[config.mk]
export PLATFORM = sky130hd
export DESIGN_NAME = dior_top
export DESIGN_NICKNAME = d
export VERILOG_FILES = /design/src/dior_pkg.sv /design/src/dior_top.sv
export SDC_FILE = /design/constraint.sdc
export NUM_CORES = 2
export LEC_CHECK = 0
export BUFFER_PORTS_ARGS = -buffer_cell sky130_fd_sc_hd__buf_2
export CAP_MARGIN = 20
export CORE_MARGIN = 8
export CORE_UTILIZATION = 45
export CTS_CLUSTER_DIAMETER = 60
export DETAILED_ROUTE_END_ITERATION = 16
export SYNTH_ARGS = -nofsm -noshare
export SYNTH_HDL_FRONTEND = slang
export SYNTH_SLANG_ARGS = --single-unit
[constraint.sdc]
create_clock -name mclk -period 3.65 [get_ports mclk]
set_clock_uncertainty 0.05 [all_clocks]
set_input_delay 0.9125 -clock mclk [delete_from_list [all_inputs] [get_ports mclk]]
set_output_delay 0.9125 -clock mclk [all_outputs]
set_load 0.01 [all_outputs]
[src/dior_pkg.sv]
// package: register map, field layout and timing for the digital io routing block
package dior_pkg;
  localparam int unsigned DIOR_CLK_HZ         = 100_000_000;
  localparam int unsigned DIOR_SAMPLE_MS      = 1;
  localparam int unsigned DIOR_SAMPLE_CYC     = DIOR_CLK_HZ / 1000 * DIOR_SAMPLE_MS;
  localparam int unsigned DIOR_LED_HALF_MS    = 250;
  localparam int unsigned DIOR_LED_HALF_TICKS = DIOR_LED_HALF_MS / DIOR_SAMPLE_MS;
  localparam int unsigned DIOR_NUM_OUT        = 4;

  // register byte offsets
  localparam logic [11:0] DIOR_A_IN_WORD    = 12'h000;
  localparam logic [11:0] DIOR_A_OUT_WORD   = 12'h004;
  localparam logic [11:0] DIOR_A_OUT_POL    = 12'h008;
  localparam logic [11:0] DIOR_A_OUT_MEN    = 12'h00c;
  localparam logic [11:0] DIOR_A_OUT_MVAL   = 12'h010;
  localparam logic [11:0] DIOR_A_OUT_APPL   = 12'h014;
  localparam logic [11:0] DIOR_A_OUT_RTEN   = 12'h018;
  localparam logic [11:0] DIOR_A_LED_CTRL   = 12'h01c;
  localparam logic [11:0] DIOR_A_IN_SFEN    = 12'h020;
  localparam logic [11:0] DIOR_A_IN_POL     = 12'h024;
  localparam logic [11:0] DIOR_A_IN_FEN     = 12'h028;
  localparam logic [11:0] DIOR_A_IN_FVAL    = 12'h02c;
  localparam logic [11:0] DIOR_A_IN_RTEN    = 12'h030;
  localparam logic [11:0] DIOR_A_STATUS     = 12'h034;
  localparam logic [11:0] DIOR_A_IN_RSEL    = 12'h100; // 32 words, one per input word bit
  localparam logic [11:0] DIOR_A_OUT_RSEL   = 12'h200; // one word per output pin

  // input source codes
  localparam logic [6:0] DIOR_SRC_ZERO     = 7'h00;
  localparam logic [6:0] DIOR_SRC_PHYS_LO  = 7'h01;
  localparam logic [6:0] DIOR_SRC_PHYS_HI  = 7'h10;
  localparam logic [6:0] DIOR_SRC_HALL_U   = 7'h41;
  localparam logic [6:0] DIOR_SRC_ENC_IDX  = 7'h46;
  localparam logic [6:0] DIOR_SRC_NET      = 7'h48;
  localparam int unsigned DIOR_SRC_INV_BIT = 7;

  // output source codes (high byte of an output route entry)
  // one external source code per ext_src bit, ten in all
  localparam logic [7:0] DIOR_OSRC_ONE     = 8'h00;
  localparam logic [7:0] DIOR_OSRC_ZERO    = 8'h01;
  localparam logic [7:0] DIOR_OSRC_EXT_LO  = 8'h02;
  localparam logic [7:0] DIOR_OSRC_EXT_HI  = 8'h0b;
  localparam int unsigned DIOR_CTRL_INV_BIT = 7;

  // field positions
  localparam int unsigned DIOR_INTERLOCK_BIT = 3;
  localparam int unsigned DIOR_BRAKE_BIT     = 0;
  localparam int unsigned DIOR_OUT_BASE      = 16;
  localparam int unsigned DIOR_IN_BASE       = 16;
  localparam int unsigned DIOR_LED_GREEN_BIT = 0;
  localparam int unsigned DIOR_LED_RED_BIT   = 1;

  // reset values
  localparam logic [31:0] DIOR_RST_WORD  = 32'h0000_0000;
  localparam logic [7:0]  DIOR_RST_IRSEL = 8'h00;
  localparam logic [15:0] DIOR_RST_ORSEL = 16'hffff;
  localparam logic [1:0]  DIOR_RST_LED   = 2'h3;
endpackage

[src/dior_top.sv]
// digital input/output conditioning and routing with an apb register slave
`timescale 1ns/1ps
// How it works
// - one route entry per input word bit
// - source codes select zero, inputs, hall, encoder, net
// - code plus 80 hex inverts the source
// - interlock bit low forces error state
// - interlock acts with special enable bit 3, or always in input routing mode
// - output n follows output word bit 16+n
// - output word bit 0 drives brake
// - polarity one drives inverted pin level
// - manual enable substitutes manual value, brake too
// - applied pin pattern is readable
// - led control bits enable green and red
// - routed output is source gated by control bit
// - route entry: source high byte, gate low
// - route enable switches output routing mode
// - routing ignores polarity and manual settings
// - input routing ignores special, polarity, force
// - inputs sampled once per millisecond
module dior_top import dior_pkg::*; #(
  parameter int unsigned NUM_OUT    = DIOR_NUM_OUT,
  parameter int unsigned SAMPLE_CYC = DIOR_SAMPLE_CYC
) (
  input  wire logic               mclk,
  input  wire logic               rst,
  input  wire logic               psel,
  input  wire logic               penable,
  input  wire logic               pwrite,
  input  wire logic [11:0]        paddr,
  input  wire logic [31:0]        pwdata,
  input  wire logic [3:0]         pstrb,
  output logic      [31:0]        prdata,
  output logic                    pready,
  output logic                    pslverr,
  input  wire logic [15:0]        phys_in,
  input  wire logic [2:0]         hall_in,
  input  wire logic [2:0]         enc_in,
  input  wire logic               net_active,
  input  wire logic [9:0]         ext_src,
  input  wire logic               drive_error,
  output logic      [NUM_OUT-1:0] out_pin_o,
  output logic      [NUM_OUT-1:0] out_pin_oe,
  output logic                    brake_o,
  output logic                    motion_enable,
  output logic                    interlock_fault,
  output logic                    led_green,
  output logic                    led_red
);

  logic [31:0] in_word_r;
  logic [31:0] out_word_r;
  logic [31:0] out_pol_r;
  logic [31:0] out_men_r;
  logic [31:0] out_mval_r;
  logic [31:0] out_appl_r;
  logic        out_rten_r;
  logic [1:0]  led_ctrl_r;
  logic [31:0] in_sfen_r;
  logic [31:0] in_pol_r;
  logic [31:0] in_fen_r;
  logic [31:0] in_fval_r;
  logic        in_rten_r;
  logic [7:0]  in_rsel_r [32];
  logic [15:0] out_rsel_r [NUM_OUT];
  logic [15:0] phys_smp_r;
  logic [2:0]  hall_smp_r;
  logic [2:0]  enc_smp_r;
  logic        net_smp_r;
  logic [31:0] tick_cnt_r;
  logic        tick;
  logic [31:0] in_word_nxt;
  logic [31:0] out_appl_nxt;
  logic [31:0] rdata_nxt;
  logic        addr_ok;
  logic        wr_en;
  logic [31:0] wmask;
  logic [8:0]  led_cnt_r;
  logic        led_phase_r;

  // apb: zero wait states, so pready stays high; unmapped addresses raise pslverr
  assign pready = 1'b1;
  assign wr_en  = psel && penable && pwrite && addr_ok;
  assign wmask  = {{8{pstrb[3]}}, {8{pstrb[2]}}, {8{pstrb[1]}}, {8{pstrb[0]}}};

  always_ff @(posedge mclk) begin
    if (rst || tick) begin
      tick_cnt_r <= 32'h0000_0000;
    end else begin
      tick_cnt_r <= tick_cnt_r + 32'h0000_0001;
    end
  end
  assign tick = (tick_cnt_r == 32'(SAMPLE_CYC - 1));

  // sample raw lines only on the tick
  always_ff @(posedge mclk) begin
    if (rst) begin
      phys_smp_r <= 16'h0000;
      hall_smp_r <= 3'h0;
      enc_smp_r  <= 3'h0;
      net_smp_r  <= 1'b0;
    end else if (tick) begin
      phys_smp_r <= phys_in;
      hall_smp_r <= hall_in;
      enc_smp_r  <= enc_in;
      net_smp_r  <= net_active;
    end
  end

  function automatic logic route_bit(input logic [7:0] code, input logic [15:0] ph,
                                     input logic [2:0] ha, input logic [2:0] en,
                                     input logic nt);
    logic [6:0] c;
    logic       v;
    c = code[6:0];
    v = 1'b0;
    if (c >= DIOR_SRC_PHYS_LO && c <= DIOR_SRC_PHYS_HI) begin
      v = ph[4'(c - DIOR_SRC_PHYS_LO)];
    end else if (c >= DIOR_SRC_HALL_U && c <= DIOR_SRC_HALL_U + 7'h02) begin
      v = ha[2'(c - DIOR_SRC_HALL_U)];
    end else if (c > DIOR_SRC_HALL_U + 7'h02 && c <= DIOR_SRC_ENC_IDX) begin
      v = en[2'(c - DIOR_SRC_HALL_U - 7'h03)];
    end else if (c == DIOR_SRC_NET) begin
      v = nt;
    end else if (c == DIOR_SRC_ZERO) begin
      v = 1'b0;
    end else begin
      // unlisted codes give zero, inverted or not
      return 1'b0;
    end
    // high bit of the code inverts
    return v ^ code[DIOR_SRC_INV_BIT];
  endfunction

  // input word: routed mode or classic mapping
  always_comb begin
    logic v;
    in_word_nxt = 32'h0000_0000;
    v           = 1'b0;
    for (int b = 0; b < 32; b++) begin
      if (in_rten_r) begin
        // entry b drives bit b; classic settings bypassed
        in_word_nxt[b] = route_bit(in_rsel_r[b], phys_smp_r, hall_smp_r, enc_smp_r, net_smp_r);
      end
    end
    if (!in_rten_r) begin
      for (int i = 0; i < 16; i++) begin
        v = in_fen_r[i] ? in_fval_r[i] : (phys_smp_r[i] ^ in_pol_r[i]);
        in_word_nxt[DIOR_IN_BASE + i] = v;
        in_word_nxt[i] = v & in_sfen_r[i];
      end
    end
  end

  always_ff @(posedge mclk) begin
    if (rst) begin
      in_word_r <= DIOR_RST_WORD;
    end else begin
      in_word_r <= in_word_nxt;
    end
  end

  // interlock; in routing mode the special enable is ignored, so always armed
  always_comb begin
    interlock_fault = (in_rten_r || in_sfen_r[DIOR_INTERLOCK_BIT])
                      && !in_word_r[DIOR_INTERLOCK_BIT];
    motion_enable   = !interlock_fault;
  end

  // output computation
  always_comb begin
    logic [7:0] src;
    logic [7:0] gsel;
    logic       g;
    logic       s;
    logic       v;
    out_appl_nxt = 32'h0000_0000;
    src          = 8'h00;
    gsel         = 8'h00;
    g            = 1'b0;
    s            = 1'b0;
    v            = 1'b0;
    if (out_rten_r) begin
      for (int n = 0; n < NUM_OUT; n++) begin
        src  = out_rsel_r[n][15:8];
        gsel = out_rsel_r[n][7:0];
        g    = out_word_r[gsel[4:0]] ^ gsel[DIOR_CTRL_INV_BIT];
        if (src == DIOR_OSRC_ONE) begin
          s = 1'b1;
        end else if (src >= DIOR_OSRC_EXT_LO && src <= DIOR_OSRC_EXT_HI) begin
          s = ext_src[4'(src - DIOR_OSRC_EXT_LO)];
        end else begin
          s = 1'b0;
        end
        // gated source, polarity and manual bypassed
        out_appl_nxt[DIOR_OUT_BASE + n] = s & g;
      end
      out_appl_nxt[DIOR_BRAKE_BIT] = out_word_r[DIOR_BRAKE_BIT];
    end else begin
      for (int b = 0; b < 32; b++) begin
        v = out_men_r[b] ? out_mval_r[b] : out_word_r[b];
        out_appl_nxt[b] = v ^ out_pol_r[b];
      end
    end
  end

  always_ff @(posedge mclk) begin
    if (rst) begin
      out_appl_r <= DIOR_RST_WORD;
    end else begin
      out_appl_r <= out_appl_nxt;
    end
  end

  // open drain: a low level is driven, a high level released to the pull-up
  genvar gn;
  generate
    for (gn = 0; gn < NUM_OUT; gn++) begin : g_pin
      // output n from word bit 16+n
      assign out_pin_o[gn]  = 1'b0;
      assign out_pin_oe[gn] = !out_appl_r[DIOR_OUT_BASE + gn];
    end
  endgenerate

  assign brake_o = out_appl_r[DIOR_BRAKE_BIT];

  // led flasher runs on the millisecond tick
  always_ff @(posedge mclk) begin
    if (rst) begin
      led_cnt_r   <= 9'h000;
      led_phase_r <= 1'b0;
    end else if (tick) begin
      if (led_cnt_r == 9'(DIOR_LED_HALF_TICKS - 1)) begin
        led_cnt_r   <= 9'h000;
        led_phase_r <= !led_phase_r;
      end else begin
        led_cnt_r <= led_cnt_r + 9'h001;
      end
    end
  end

  always_ff @(posedge mclk) begin
    if (rst) begin
      led_green <= 1'b0;
      led_red   <= 1'b0;
    end else begin
      led_green <= led_ctrl_r[DIOR_LED_GREEN_BIT] && !drive_error && !interlock_fault
                   && led_phase_r;
      led_red   <= led_ctrl_r[DIOR_LED_RED_BIT] && (drive_error || interlock_fault)
                   && led_phase_r;
    end
  end

  // address decode
  always_comb begin
    addr_ok = 1'b1;
    if (paddr[11:8] == DIOR_A_IN_RSEL[11:8]) begin
      addr_ok = (paddr[1:0] == 2'h0) && (paddr[7] == 1'b0);
    end else if (paddr[11:8] == DIOR_A_OUT_RSEL[11:8]) begin
      addr_ok = (paddr[1:0] == 2'h0) && (32'(paddr[7:2]) < NUM_OUT);
    end else begin
      case (paddr)
        DIOR_A_IN_WORD, DIOR_A_OUT_WORD, DIOR_A_OUT_POL, DIOR_A_OUT_MEN,
        DIOR_A_OUT_MVAL, DIOR_A_OUT_APPL, DIOR_A_OUT_RTEN, DIOR_A_LED_CTRL,
        DIOR_A_IN_SFEN, DIOR_A_IN_POL, DIOR_A_IN_FEN, DIOR_A_IN_FVAL,
        DIOR_A_IN_RTEN, DIOR_A_STATUS: addr_ok = 1'b1;
        default: addr_ok = 1'b0;
      endcase
    end
  end

  always_comb begin
    pslverr = psel && penable && !addr_ok;
  end

  // register writes
  always_ff @(posedge mclk) begin
    if (rst) begin
      out_word_r <= DIOR_RST_WORD;
      out_pol_r  <= DIOR_RST_WORD;
      out_men_r  <= DIOR_RST_WORD;
      out_mval_r <= DIOR_RST_WORD;
      out_rten_r <= 1'b0;
      led_ctrl_r <= DIOR_RST_LED;
      in_sfen_r  <= DIOR_RST_WORD;
      in_pol_r   <= DIOR_RST_WORD;
      in_fen_r   <= DIOR_RST_WORD;
      in_fval_r  <= DIOR_RST_WORD;
      in_rten_r  <= 1'b0;
    end else if (wr_en) begin
      case (paddr)
        DIOR_A_OUT_WORD: out_word_r <= (out_word_r & ~wmask) | (pwdata & wmask);
        DIOR_A_OUT_POL:  out_pol_r  <= (out_pol_r & ~wmask) | (pwdata & wmask);
        DIOR_A_OUT_MEN:  out_men_r  <= (out_men_r & ~wmask) | (pwdata & wmask);
        DIOR_A_OUT_MVAL: out_mval_r <= (out_mval_r & ~wmask) | (pwdata & wmask);
        DIOR_A_OUT_RTEN: if (pstrb[0]) out_rten_r <= pwdata[0];
        DIOR_A_LED_CTRL: if (pstrb[0]) led_ctrl_r <= pwdata[1:0];
        DIOR_A_IN_SFEN:  in_sfen_r  <= (in_sfen_r & ~wmask) | (pwdata & wmask);
        DIOR_A_IN_POL:   in_pol_r   <= (in_pol_r & ~wmask) | (pwdata & wmask);
        DIOR_A_IN_FEN:   in_fen_r   <= (in_fen_r & ~wmask) | (pwdata & wmask);
        DIOR_A_IN_FVAL:  in_fval_r  <= (in_fval_r & ~wmask) | (pwdata & wmask);
        DIOR_A_IN_RTEN:  if (pstrb[0]) in_rten_r <= pwdata[0];
        default: ;
      endcase
    end
  end

  // route tables
  always_ff @(posedge mclk) begin
    if (rst) begin
      for (int i = 0; i < 32; i++) begin
        in_rsel_r[i] <= DIOR_RST_IRSEL;
      end
      for (int i = 0; i < NUM_OUT; i++) begin
        out_rsel_r[i] <= DIOR_RST_ORSEL;
      end
    end else if (wr_en && paddr[11:8] == DIOR_A_IN_RSEL[11:8]) begin
      if (pstrb[0]) in_rsel_r[paddr[6:2]] <= pwdata[7:0];
    end else if (wr_en && paddr[11:8] == DIOR_A_OUT_RSEL[11:8]) begin
      for (int i = 0; i < NUM_OUT; i++) begin
        if (32'(paddr[7:2]) == i) begin
          if (pstrb[0]) out_rsel_r[i][7:0]  <= pwdata[7:0];
          if (pstrb[1]) out_rsel_r[i][15:8] <= pwdata[15:8];
        end
      end
    end
  end

  // read mux
  always_comb begin
    rdata_nxt = 32'h0000_0000;
    if (paddr[11:8] == DIOR_A_IN_RSEL[11:8]) begin
      rdata_nxt = {24'h000000, in_rsel_r[paddr[6:2]]};
    end else if (paddr[11:8] == DIOR_A_OUT_RSEL[11:8]) begin
      for (int i = 0; i < NUM_OUT; i++) begin
        if (32'(paddr[7:2]) == i) rdata_nxt = {16'h0000, out_rsel_r[i]};
      end
    end else begin
      case (paddr)
        DIOR_A_IN_WORD:  rdata_nxt = in_word_r;
        DIOR_A_OUT_WORD: rdata_nxt = out_word_r;
        DIOR_A_OUT_POL:  rdata_nxt = out_pol_r;
        DIOR_A_OUT_MEN:  rdata_nxt = out_men_r;
        DIOR_A_OUT_MVAL: rdata_nxt = out_mval_r;
        DIOR_A_OUT_APPL: rdata_nxt = out_appl_r;
        DIOR_A_OUT_RTEN: rdata_nxt = {31'h0, out_rten_r};
        DIOR_A_LED_CTRL: rdata_nxt = {30'h0, led_ctrl_r};
        DIOR_A_IN_SFEN:  rdata_nxt = in_sfen_r;
        DIOR_A_IN_POL:   rdata_nxt = in_pol_r;
        DIOR_A_IN_FEN:   rdata_nxt = in_fen_r;
        DIOR_A_IN_FVAL:  rdata_nxt = in_fval_r;
        DIOR_A_IN_RTEN:  rdata_nxt = {31'h0, in_rten_r};
        DIOR_A_STATUS:   rdata_nxt = {30'h0, interlock_fault, motion_enable};
        default:         rdata_nxt = 32'h0000_0000;
      endcase
    end
  end

  // read data registered in the setup phase so the access phase can answer at once
  always_ff @(posedge mclk) begin
    if (rst) begin
      prdata <= 32'h0000_0000;
    end else if (psel && !penable && !pwrite) begin
      prdata <= rdata_nxt;
    end
  end

endmodule

==> flow_metrics.tcl <==
set metrics [dict create \
    synthArstFlopShare_pct 0 \
    routed_wl_um 177800 \
    fin_nets 4970 \
    synth.distinct_cells 98 \
    timing.rr.start "in_rsel_r[3][0]" \
    tightestPinTransition_ns 1.075 \
    seqPwrFrac_pct 45.2 \
    ant_nets 0 \
    grt_max_degree 162 \
    period_needed_ns 3.558 \
    fillers 9612 \
    placed_area_mm2 0.05105 \
    core-area_mm2 0.1068 \
    ys_seq_area_share_pct 37.43 \
    p_per_area_mw_per_mm2 374.8 \
    fin_util_pct 50.73 \
    ys_warn_count 0 \
    ir_drop_mv 0.3905 \
    globalRouteOverflowTotal 0 \
    reg2reg_depth 7 \
    p_int_mw 14.91 \
    gp_congestion 0.9768 \
    finalPower_mw 20.30 \
    p_leak_nw 21.39 \
    post_cts_buffers 0 \
    initial_utilization_pct 45.24 \
    first_global_vias 38080 \
    first_iter_violations 5308 \
    cts_root_buf "clkbuf_16" \
    post_cts_resized 0 \
    cts_buffer_depth 3 \
    clock_latency_ns 0.71 \
    dpl.cell_count 6059 \
    drive_gt1_share_pct 19.90 \
    arrival_ns 2.60 \
    report.final.slew_viol_count 0 \
    htreeDepth 3 \
    status "finished clean" \
    ys.flop_type "dfxtp_1" \
    area_growth_pct 12.13 \
    max_freq_mhz 281.1 \
    antenna_found_initial 17 \
    clockPowerShare_pct 45.1 \
    numPortBuffers 128 \
    worst-path-max-fanout 5 \
    die_h_um 343.6 \
    num_vias 40120 \
    drv_cap 0 \
    hp-class "reg -> reg" \
    cpMostUsedCell "buf_2" \
    r2r_slack_ns 0.47 \
    synth-edff-count 320 \
    clk_pin_slew_ns 0.06 \
    ioPinCount 134 \
    ys_ff_latch 743 \
    die_w_um 343.6 \
    routed_via_density 6.438 \
    final-setup-viol-count 0 \
    fin_hold_ws_ns 0.3947 \
    switching_power_mw 5.386 \
    die_area_mm2 0.1181 \
    end_kind "primary output" \
    synth_area_mm2 0.04829 \
    synth_area_per_cell_um2 10.26 \
    stdcell_area_mm2 0.05415 \
    grt_usage_pct 29.37 \
    endpoint "pslverr" \
    cts_sinks 743 \
    first_pass_iters 6 \
    dp_hpwl_um 126400 \
    rsz0062_at_grt "no" \
    combPwrFrac_pct 9.7 \
    pre_cts_slack_ns -0.01766 \
    cp_slowest_stage_delay_ns 0.54 \
    wl_per_cell_um 28.53 \
    worstSetupPathType "in -> out" \
    swShare_pct 26.54 \
    path_cells "buf_2, nor4_4, a22oi_1, o21ai_4, a21oi_1, buf_2" \
    syn_inst 4709 \
    layout_setup_ws_ns 0.09232 \
    max-slew-margin-rel_pct 28.17 \
    required_ns 2.69 \
    cp-start-kind "primary input" \
    hold_depth 2 \
    num_rows 120 \
    grt_pass1_wl_um 259900 \
    fin_crit_sh_pct 97.47 \
    worstSetupStartpoint "paddr[11]" \
    cts_tree "done" \
    holdBufCountCts 0 \
    finalNonFillerCells 6232 \
    numCtsBuffers 90 \
    hold_viol 0 \
    reg2reg_to "in_word_r[3]" \
    slowest_stage "nor4_4" \
    drc_errors 0 \
    tns_ns 0 \
]
-- placed cells by master, fill, tap and decap left out, types with 19 or more instances in the layout --
cell	count
clkbuf_16	92
nor3_1	92
nor4b_1	19
nand2b_1	81
inv_1	105
mux2i_1	388
a21oi_1	187
nor2b_1	49
a211oi_1	37
nor4_1	20
and3_1	52
buf_4	205
mux4_2	305
buf_2	125
nand4_1	26
or3_1	28
nand3_1	77
ha_1	135
nand2_1	245
o21ai_0	145
a31oi_1	30
mux2_2	35
xor2_1	107
edfxtp_1	320
dfxtp_1	412
nor2_1	744
a21o_1	48
buf_12	25
and3b_1	24
nand4_2	22
nand3b_1	23
xnor2_1	60
o31ai_1	19
a22oi_1	67
-- cells by family after synthesis --
kind of cell / Yosys count / synth area share, %
buffers and inverters: 519 / 4.495
other: 2 / 0.01555
flip-flops: 743 / 37.43
AO/OA/AOI/OAI: 769 / 10.77
AND/OR/NAND/NOR: 1642 / 17.49
XOR/XNOR: 167 / 3.029
adder cells (fa/ha/maj): 136 / 3.518
multiplexers: 731 / 23.25
-- synth_stat cells, drive strengths merged, types with 11 or more instances --
| library cell | n | area, um2 |
|---|---|---|
| a211o | 11 | 96.34 |
| a211oi | 37 | 277.8 |
| a21bo | 11 | 110.1 |
| a21o | 48 | 360.4 |
| a21oi | 187 | 935.9 |
| a221oi | 13 | 113.9 |
| a222oi | 18 | 180.2 |
| a22o | 16 | 140.1 |
| a22oi | 67 | 503.0 |
| a31o | 14 | 122.6 |
| a31oi | 30 | 187.7 |
| a32o | 13 | 130.1 |
| and2 | 11 | 68.82 |
| and3 | 52 | 325.3 |
| and3b | 24 | 210.2 |
| buf | 120 | 673.2 |
| clkbuf | 294 | 1104 |
| dfxtp | 423 | 8468 |
| edfxtp | 320 | 9609 |
| ha | 135 | 1689 |
| inv | 105 | 394.1 |
| mux2 | 35 | 394.1 |
| mux2i | 388 | 3884 |
| mux4 | 308 | 6948 |
| nand2 | 245 | 919.6 |
| nand2b | 84 | 525.5 |
| nand3 | 79 | 412.9 |
| nand3b | 23 | 172.7 |
| nand4 | 59 | 671.9 |
| nand4b | 16 | 140.1 |
| nor2 | 752 | 2835 |
| nor2b | 50 | 312.8 |
| nor3 | 94 | 486.7 |
| nor3b | 16 | 120.1 |
| nor4 | 32 | 356.6 |
| nor4b | 20 | 190.2 |
| o211ai | 12 | 90.09 |
| o21a | 14 | 105.1 |
| o21ai | 148 | 740.7 |
| o22ai | 15 | 93.84 |
| o31ai | 19 | 142.6 |
| o41ai | 13 | 113.9 |
| or3 | 28 | 175.2 |
| xnor2 | 60 | 525.5 |
| xor2 | 107 | 937.2 |
-- layer usage --
layer / wire, um / vias to the layer above / GRT usage (%) / part of all wire [%]
li1: - / 17530 / - / -
met1: 70100 / 19700 / 39.23 / 39
met2: 75680 / 2359 / 43.34 / 43
met3: 20880 / 526 / 7.819 / 12
met4: 11110 / 4 / 15.82 / 6.3
met5: 22 / - / 0 / 0.012
-- worst min-delay path by stage --
stage	slack, ns	endpoint	from
CTS	0.37	net_smp_r	net_active
floorplan	0.39	tick_cnt_r[0]	tick_cnt_r[0]
finish	0.39	prdata[10]	prdata[10]
detailed placement	0.39	prdata[31]	prdata[31]
global placement	0.38	prdata[20]	prdata[20]
global route	0.41	hall_smp_r[1]	hall_in[1]
-- layout make-up --
class / count / area, um2 / share of cell area, %
Inverter: 105 / 394.1 / 0.7278
Timing Repair Buffer: 358 / 2705 / 4.995
Tap cell: 1403 / 1755 / 3.242
Clock inverter: 40 / 493.0 / 0.9104
Antenna cell: 6 / 15.01 / 0.02773
Clock buffer: 127 / 2595 / 4.792
Sequential cell: 743 / 18090 / 33.41
Multi-Input combinational cell: 3450 / 28100 / 51.90
-- power by group through the flow --
| stage | sequential (mW) | clock (mW) | combinational (mW) |
|---|---|---|---|
| finish | 9.17 | 9.16 | 1.97 |
| detailed placement | 9.34 | 0 | 1.92 |
| CTS | 9.16 | 9.26 | 1.93 |
| global placement | 9.34 | 0 | 1.90 |
| global route | 9.19 | 9.58 | 2.08 |
| floorplan | 9.17 | 0 | 1.38 |
-- worst max-delay path, delay by kind of cell --
kind | cells | cell delay (ns)
AO/OA/AOI/OAI | 3 | 0.79
AND/OR/NAND/NOR | 1 | 0.54
buffers and inverters | 2 | 0.33
Power figures use the tool's default switching activity.
